### config.mk
export PLATFORM = sky130hd
export DESIGN_NAME = bbnr_regs
export DESIGN_NICKNAME = d
export VERILOG_FILES = /design/src/design/bbnr_pkg.sv /design/src/design/bbnr_regs.sv
export SDC_FILE = /design/constraint.sdc
export NUM_CORES = 1
export LEC_CHECK = 0
export ABC_AREA = 0
export BUFFER_PORTS_ARGS = -buffer_cell sky130_fd_sc_hd__buf_2
export CAP_MARGIN = 20
export CORE_AREA = 8 8 131 133
export CTS_BUF_LIST = sky130_fd_sc_hd__clkbuf_8
export DETAILED_ROUTE_END_ITERATION = 8
export DIE_AREA = 0 0 139 141
export GPL_TIMING_DRIVEN = 0
export PLACE_DENSITY = 0.69
export SLEW_MARGIN = 25
export SYNTH_ARGS = -nofsm -noshare
export SYNTH_HDL_FRONTEND = slang
export SYNTH_SLANG_ARGS = --single-unit
### constraint.sdc
create_clock -name clock -period 2.5 [get_ports clock]
set_input_delay 0.375 -clock clock [delete_from_list [all_inputs] [get_ports clock]]
set_output_delay 0.375 -clock clock [all_outputs]
set_load 0.005 [all_outputs]
### src/design/bbnr_pkg.sv
// constants for the bridge bus number and i/o window register bank
package bbnr_pkg;
  // ****************************************
  // register byte offsets
  // ****************************************
  localparam logic [7:0] BBNR_OFF_BUSNUM = 8'h18;
  localparam logic [7:0] BBNR_OFF_IOWIN = 8'h1C;
  localparam logic [7:0] BBNR_OFF_IOUPPER = 8'h30;
  localparam logic [7:0] BBNR_OFF_LATSTAT = 8'h40;
  // ****************************************
  // field positions
  // ****************************************
  localparam int BBNR_SEC_BUS_LSB = 8;
  localparam int BBNR_SUB_BUS_LSB = 16;
  localparam int BBNR_LAT_LSB = 24;
  localparam int BBNR_IO_BASE_LSB = 4;
  localparam int BBNR_IO_LIM_LSB = 12;
  localparam int BBNR_IO_BASE_IND_LSB = 0;
  localparam int BBNR_IO_LIM_IND_LSB = 8;
  localparam int BBNR_IOUP_BASE_LSB = 0;
  localparam int BBNR_IOUP_LIM_LSB = 16;
  localparam int BBNR_STAT_EXP_BIT = 8;
  localparam int BBNR_STAT_ACT_BIT = 9;
  localparam int BBNR_STAT_STOP_BIT = 10;
  // ****************************************
  // values after reset and fixed values
  // ****************************************
  localparam logic [7:0] BBNR_BUS_RESET = 8'h00;
  localparam logic [7:0] BBNR_LAT_RESET = 8'h00;
  localparam logic [3:0] BBNR_IO_NIB_RESET = 4'h0;
  localparam logic [15:0] BBNR_IOUP_RESET = 16'h0000;
  localparam logic [3:0] BBNR_IO32_IND = 4'h1;
  localparam logic [11:0] BBNR_IO_BASE_LOW = 12'h000;
  localparam logic [11:0] BBNR_IO_LIM_LOW = 12'hFFF;
  localparam logic [31:0] BBNR_WORD_RESET = 32'h0000_0000;
endpackage : bbnr_pkg

### src/design/bbnr_regs.sv
// bridge bus number, secondary latency timer and i/o window registers
`timescale 1ns/10ps
`default_nettype none

// Function
// - read-write secondary bus number at bits 15:8, reset zero
// - read-write highest downstream bus number at bits 23:16, reset zero
// - read-write secondary latency timer at 31:24 counts clocks from frame start
// - timer zero and grant removed: end after first transfer, except memory write invalidate
// - low nibbles of i/o base and limit bytes read one
// - i/o base nibble gives address 15:12, low bits zero, reset zero
// - i/o limit nibble gives address 15:12, low bits all ones, reset zero
// - i/o address inside base..limit range is forwarded
// - address bits 31:16 of base and limit come from upper registers
module bbnr_regs
  import bbnr_pkg::*;
(
  input wire logic clock,
  input wire logic reset_n,
  // apb slave
  input wire logic psel,
  input wire logic penable,
  input wire logic pwrite,
  input wire logic [7:0] paddr,
  input wire logic [31:0] pwdata,
  input wire logic [3:0] pstrb,
  output logic [31:0] prdata,
  output logic pready,
  output logic pslverr,
  // secondary master engine, same clock
  input wire logic sec_frame_start,
  input wire logic sec_master_active,
  input wire logic sec_first_xfer_done,
  input wire logic sec_mwi,
  // secondary grant pin, active low, asynchronous
  input wire logic sec_gnt_n,
  output logic sec_master_stop,
  // i/o forwarding decision
  input wire logic io_check,
  input wire logic [31:0] io_addr,
  output logic io_fwd_valid,
  output logic io_fwd_hit,
  // programmed bus numbers for routing logic
  output logic [7:0] sec_bus_number,
  output logic [7:0] sub_bus_number
);

  // ****************************************
  // apb decode and register storage
  // ****************************************
  logic [7:0] sec_bus_q, sec_bus_d;
  logic [7:0] sub_bus_q, sub_bus_d;
  logic [7:0] lat_q, lat_d;
  logic [3:0] io_base_q, io_base_d;
  logic [3:0] io_lim_q, io_lim_d;
  logic [15:0] io_base_up_q, io_base_up_d;
  logic [15:0] io_lim_up_q, io_lim_up_d;
  logic [31:0] prdata_q, prdata_d;
  logic pready_q, pready_d;
  logic pslverr_q, pslverr_d;
  logic done;
  logic wr;
  logic hit_busnum, hit_iowin, hit_ioup, hit_stat, mapped;
  logic [31:0] rd_word;

  // latency timer and grant state
  logic [7:0] cnt_q, cnt_d;
  logic expired_q, expired_d;
  logic stop_q, stop_d;
  logic gnt_meta_q, gnt_sync_q;

  // window decision state
  logic fwd_valid_q, fwd_valid_d;
  logic fwd_hit_q, fwd_hit_d;
  logic [31:0] win_base, win_lim;

  // the answer flop doubles as the wait state: a second access phase
  // cannot be answered until the first answer has dropped
  // address decode, one wait state per access
  always_comb begin
    hit_busnum = (paddr == BBNR_OFF_BUSNUM);
    hit_iowin = (paddr == BBNR_OFF_IOWIN);
    hit_ioup = (paddr == BBNR_OFF_IOUPPER);
    hit_stat = (paddr == BBNR_OFF_LATSTAT);
    mapped = hit_busnum | hit_iowin | hit_ioup | hit_stat;
    done = psel & penable & pready_q;
    wr = done & pwrite & mapped;
  end

  // read word assembly; unused bytes read as zero
  always_comb begin
    rd_word = BBNR_WORD_RESET;
    if (hit_busnum) begin
      rd_word[BBNR_SEC_BUS_LSB +: 8] = sec_bus_q;
      rd_word[BBNR_SUB_BUS_LSB +: 8] = sub_bus_q;
      rd_word[BBNR_LAT_LSB +: 8] = lat_q;
    end else if (hit_iowin) begin
      rd_word[BBNR_IO_BASE_IND_LSB +: 4] = BBNR_IO32_IND;
      rd_word[BBNR_IO_LIM_IND_LSB +: 4] = BBNR_IO32_IND;
      rd_word[BBNR_IO_BASE_LSB +: 4] = io_base_q;
      rd_word[BBNR_IO_LIM_LSB +: 4] = io_lim_q;
    end else if (hit_ioup) begin
      rd_word[BBNR_IOUP_BASE_LSB +: 16] = io_base_up_q;
      rd_word[BBNR_IOUP_LIM_LSB +: 16] = io_lim_up_q;
    end else if (hit_stat) begin
      rd_word[7:0] = cnt_q;
      rd_word[BBNR_STAT_EXP_BIT] = expired_q;
      rd_word[BBNR_STAT_ACT_BIT] = sec_master_active;
      rd_word[BBNR_STAT_STOP_BIT] = stop_q;
    end
  end

  // reads of a write return zero so stale data never looks like an answer
  // bus answer: pready pulses one cycle after the access phase opens
  always_comb begin
    pready_d = psel & penable & ~pready_q;
    prdata_d = prdata_q;
    pslverr_d = 1'b0;
    if (pready_d) begin
      prdata_d = pwrite ? BBNR_WORD_RESET : rd_word;
      pslverr_d = ~mapped;
    end
  end

  // writes land only at the completing edge; a master that drops its
  // request early leaves every field untouched
  // register writes, per byte lane; the indicator nibbles are not stored
  always_comb begin
    sec_bus_d = sec_bus_q;
    sub_bus_d = sub_bus_q;
    lat_d = lat_q;
    io_base_d = io_base_q;
    io_lim_d = io_lim_q;
    io_base_up_d = io_base_up_q;
    io_lim_up_d = io_lim_up_q;
    if (wr && hit_busnum) begin
      if (pstrb[1]) begin
        sec_bus_d = pwdata[BBNR_SEC_BUS_LSB +: 8];
      end
      if (pstrb[2]) begin
        sub_bus_d = pwdata[BBNR_SUB_BUS_LSB +: 8];
      end
      if (pstrb[3]) begin
        lat_d = pwdata[BBNR_LAT_LSB +: 8];
      end
    end
    if (wr && hit_iowin) begin
      if (pstrb[0]) begin
        io_base_d = pwdata[BBNR_IO_BASE_LSB +: 4];
      end
      if (pstrb[1]) begin
        io_lim_d = pwdata[BBNR_IO_LIM_LSB +: 4];
      end
    end
    if (wr && hit_ioup) begin
      if (pstrb[0]) begin
        io_base_up_d[7:0] = pwdata[7:0];
      end
      if (pstrb[1]) begin
        io_base_up_d[15:8] = pwdata[15:8];
      end
      if (pstrb[2]) begin
        io_lim_up_d[7:0] = pwdata[23:16];
      end
      if (pstrb[3]) begin
        io_lim_up_d[15:8] = pwdata[31:24];
      end
    end
  end

  // register bank and bus answer flops
  always_ff @(posedge clock or negedge reset_n) begin
    if (!reset_n) begin
      sec_bus_q <= BBNR_BUS_RESET;
      sub_bus_q <= BBNR_BUS_RESET;
      lat_q <= BBNR_LAT_RESET;
      io_base_q <= BBNR_IO_NIB_RESET;
      io_lim_q <= BBNR_IO_NIB_RESET;
      io_base_up_q <= BBNR_IOUP_RESET;
      io_lim_up_q <= BBNR_IOUP_RESET;
      prdata_q <= BBNR_WORD_RESET;
      pready_q <= 1'b0;
      pslverr_q <= 1'b0;
    end else begin
      sec_bus_q <= sec_bus_d;
      sub_bus_q <= sub_bus_d;
      lat_q <= lat_d;
      io_base_q <= io_base_d;
      io_lim_q <= io_lim_d;
      io_base_up_q <= io_base_up_d;
      io_lim_up_q <= io_lim_up_d;
      prdata_q <= prdata_d;
      pready_q <= pready_d;
      pslverr_q <= pslverr_d;
    end
  end

  // ****************************************
  // secondary grant synchroniser
  // ****************************************
  // the first flop may go metastable; only the second feeds logic
  // reset to removed so a stop decision never trusts an unknown grant
  // grant arrives from the arbiter pin, so two flops before use
  always_ff @(posedge clock or negedge reset_n) begin
    if (!reset_n) begin
      gnt_meta_q <= 1'b1;
      gnt_sync_q <= 1'b1;
    end else begin
      gnt_meta_q <= sec_gnt_n;
      gnt_sync_q <= gnt_meta_q;
    end
  end

  // ****************************************
  // secondary master latency timer
  // ****************************************
  // the count is loaded only at the frame, so a mid-transaction change sets the next count;
  // the zero-timer gate on stop reads the value every cycle and can still act on this one
  // grant sync adds two clocks of delay before a stop can follow
  always_comb begin
    cnt_d = cnt_q;
    expired_d = expired_q;
    if (sec_frame_start) begin
      cnt_d = lat_q;
      expired_d = (lat_q == BBNR_LAT_RESET);
    end else if (sec_master_active && !expired_q) begin
      cnt_d = cnt_q - 8'h01;
      expired_d = (cnt_q == 8'h01);
    end
    // stop once grant gone and timer out
    stop_d = sec_master_active & expired_q & gnt_sync_q & ~sec_mwi;
    // a zero timer still lets the first data phase complete
    if (lat_q == BBNR_LAT_RESET) begin
      stop_d = stop_d & sec_first_xfer_done;
    end
  end

  // timer flops; count holds after the frame for software to read
  always_ff @(posedge clock or negedge reset_n) begin
    if (!reset_n) begin
      cnt_q <= BBNR_LAT_RESET;
      expired_q <= 1'b0;
      stop_q <= 1'b0;
    end else begin
      cnt_q <= cnt_d;
      expired_q <= expired_d;
      stop_q <= stop_d;
    end
  end

  // ****************************************
  // i/o forwarding window
  // ****************************************
  // unsigned 32-bit compare; a limit below the base leaves the window
  // empty rather than wrapping around
  always_comb begin
    win_base = {io_base_up_q, io_base_q, BBNR_IO_BASE_LOW};
    win_lim = {io_lim_up_q, io_lim_q, BBNR_IO_LIM_LOW};
    fwd_valid_d = io_check;
    fwd_hit_d = fwd_hit_q;
    // range compare; limit below base never hits
    if (io_check) begin
      fwd_hit_d = (io_addr >= win_base) && (io_addr <= win_lim);
    end
  end

  // decision flops, one cycle after the check strobe
  always_ff @(posedge clock or negedge reset_n) begin
    if (!reset_n) begin
      fwd_valid_q <= 1'b0;
      fwd_hit_q <= 1'b0;
    end else begin
      fwd_valid_q <= fwd_valid_d;
      fwd_hit_q <= fwd_hit_d;
    end
  end

  // ****************************************
  // outputs, all from flops
  // registered so routing logic never sees a decode glitch
  // ****************************************
  assign prdata = prdata_q;
  assign pready = pready_q;
  assign pslverr = pslverr_q;
  assign sec_master_stop = stop_q;
  assign io_fwd_valid = fwd_valid_q;
  assign io_fwd_hit = fwd_hit_q;
  assign sec_bus_number = sec_bus_q;
  assign sub_bus_number = sub_bus_q;

endmodule // bbnr_regs

`default_nettype wire

==> flow_metrics.py <==
metrics = {
    "place": {
        "dpl_cell_area_um2": 6870,
        "gp_congestion": 0.838,
        "dp_hpwl_um": 14100,
        "port_buffers": 138,
    },
    "route": {
        "drc": 0,
        "ant_nets": 0,
        "wirelength_um": 17800,
        "wl_per_cell_um": 20.5,
        "initialDrtViolationCount": 379,
        "num_vias": 4674,
        "viasPerCell": 5.41,
        "firstDrtPassIters": 5,
    },
    "cells_and_area": {
        "nets": 800,
        "area_growth_pct": 20.0,
        "final_cell_area_um2": 7090,
        "fin_util_pct": 47.4,
        "diodes": 0,
        "fillers": 1373,
        "drive_above_1_share_pct": 35.4,
    },
    "logic_synthesis": {
        "synth_top_cell_area_share_pct": 46.6,
        "async_flop_share_pct": 100,
        "yosysTopAreaCell": "dfrtp_1",
        "synth-edff-count": 0,
        "synth_commonest_cells": "dfrtp_1, inv_1, ha_1",
        "yosys_warnings": 0,
        "syn-num-nets": 649,
        "netlist_instances": 520,
        "synth_most_common_cell": "dfrtp_1",
        "synth_ff_type": "dfrtp_1",
        "ys_ff_latch": 112,
        "ys_seq_area_share_pct": 47.5,
        "syn_area_per_cell_um2": 11.4,
        "synth_area_leaders": "dfrtp_1, ha_1, mux2_2",
        "ys_types": 52,
        "syn_area_um2": 5910,
    },
    "setup_path": {
        "crit_path_end_kind": "register",
        "cp.required_ns": 2.78,
        "path_class": "in -> reg",
        "cp_data_arrival_time_ns": 2.64,
        "cp-start-kind": "input port",
        "cp_max_fo": 10,
    },
    "hold_path": {
        "min-delay-path-class": "in -> reg",
    },
    "power_and_ir_drop": {
        "power.total_mw": 3.32,
        "p_switching_mw": 0.828,
        "p_comb_share_pct": 8.6,
        "swShare_pct": 24.9,
        "ir_worst_vdd_v": 0.000261,
        "clockPowerShare_pct": 36.3,
        "sequentialPowerShare_pct": 55.0,
        "leakage_nw": 3.47,
        "p_per_area_nw_per_um2": 469,
        "internal_power_mw": 2.50,
    },
    "cts": {
        "worstSkewPairLatency_ns": 0.40,
        "htree_num_levels": 3,
        "clk_pin_slew_worst_paths_ns": 0.11,
        "numCtsBuffers": 9,
        "cts_root_buffer": "clkbuf_8",
        "cts_tree": "yes",
        "cts_sinks": 112,
        "clockBufferDepth": 2,
        "cts-resized-gates": 0,
    },
    "timing": {
        "setup_viol": 0,
        "hold_ws_ns": 0.0645,
        "slew_violations": 0,
        "fin_skew_ns": 0.0174,
        "worst_pin_slew_ns": 0.687,
        "post-route-period-util_pct": 94.1,
        "finalCriticalPeriod_ns": 2.35,
        "maxSlewHeadroom_pct": 54.2,
        "timing.setup.tns_ns": 0,
        "max_freq_mhz": 425,
        "rsz0062_at_grt": "no",
        "hold_viol_final": 0,
    },
    "global_route": {
        "grt_pass1_wl_um": 27900,
        "overflow": 0,
        "antenna_found_initial": 2,
        "grt_pass1_vias": 5132,
        "grt_max_degree": 73,
        "track_usage_pct": 18.3,
    },
    "floorplan": {
        "core_um2": 15000,
        "io_pins": 140,
        "rows": 45,
        "die-height_um": 141,
        "start_util_pct": 39.5,
        "die_area_um2": 19600,
        "die_x_um": 139,
    },
    "flow_run": {
        "max_cap_viol_count": 0,
    },
    "status": {
        "status": "finished, final reports clean",
    },
}
[sequential cells by signal, indices dropped and copies added (netlist names), 8 cells and up]
signal	count
sub_bus_number	8
lat_q	8
sec_bus_number	8
cnt_q	8
prdata	32
io_base_up_q	16
io_lim_up_q	16
[final timing paths]
check	startpoint	to	slack (ns)	cells after the start
min	sec_gnt_n	gnt_meta_q	0.06	1
max reg2reg	io_base_q[1]	io_fwd_hit	0.50	7
max in group asynchronous	reset_n	io_base_up_q[13]	1.37	3
max	paddr[6]	lat_q[2]	0.15	9
min in group asynchronous	reset_n	expired_q	0.45	2
min reg2reg	gnt_meta_q	gnt_sync_q	0.37	0
[power by group through the flow]
stage,clock network (mW),logic [mW],registers (mW)
floorplan,0,0.0994,1.86
global placement,0,0.268,1.86
detailed placement,0,0.287,1.86
CTS,1.22,0.290,1.83
global route,1.30,0.323,1.83
finish,1.21,0.287,1.83
[layout by cell type (no fill, tap or decap), types with 3 or more instances in the layout]
cell type   count
buf_2         142
dfrtp_1       110
inv_1          47
ha_1           42
nand2_1        41
o21ai_0        40
mux2_2         40
mux2_4         24
a22oi_1        21
a21oi_1        20
a22o_1         14
clkbuf_1       11
clkbuf_8        9
nor4_1          8
nor2_1          8
nor3_1          8
nand3_1         8
nand4_1         8
and4_1          7
a221oi_1        5
nor2b_1         5
xnor2_1         5
a21o_1          4
and3_1          3
buf_4           3
and3_4          3
buf_12          3
clkinvlp_4      3
[worst max-delay path, stage by stage]
cell,delay [ns]
buf_2,0.10
or4b_1,0.51
buf_2,0.18
nor4b_4,0.46
and2b_1,0.20
buf_6,0.16
and3_4,0.21
buf_12,0.14
mux2_4,0.30
[per-layer routing]
| metal | up-vias | part of all wire [%] | track usage (%) |
|---|---|---|---|
| met2 | 152 | 48 | 30.7 |
| met4 | 4 | 2.1 | 6.47 |
| met3 | 31 | 6.0 | 4.39 |
| li1 | 2183 | - | - |
| met5 | - | 0.13 | 0 |
| met1 | 2304 | 44 | 22.6 |
[stage by stage]
step / setup slack (ns) / instances
after detailed placement: -0.265 / 847
after global routing: 0.0345 / 864
final: 0.146 / 864
after CTS: 0.153 / 864
after global placement: -0.252 / 846
after floorplan: 0.120 / 520
[cells by family (layout without fill, tap and decap cells)]
logic type                 Yosys count  in the layout  synth area share (%)
muxes                               64             64                  13.7
and+or+nand+nor                    113            113                  10.8
DFF                                112            112                  47.5
AOI/OAI and AO/OA                  115            115                  12.7
buffers and inverters               68            224                  5.57
adders and majority gates           42             42                  8.89
xor gates and xnor gates             6              6                 0.889
[what timing repair did]
item	CTS	global route
setup endpoints to repair	0	0
hold endpoints to repair	38	0
hold buffers	1	0
buffers inserted	0	0
[cell type report]
cell class	instances	area (µm²)	share of cell area, %
Inverter	45	169	2.38
Timing Repair Buffer	140	734	10.4
Tap cell	188	235	3.32
Clock inverter	7	90.1	1.27
Sequential cell	112	2810	39.5
Buffer	23	160	2.26
Multi-Input combinational cell	340	2780	39.1
Clock buffer	9	124	1.75
No activity file was read; power rests on OpenSTA's default activity.
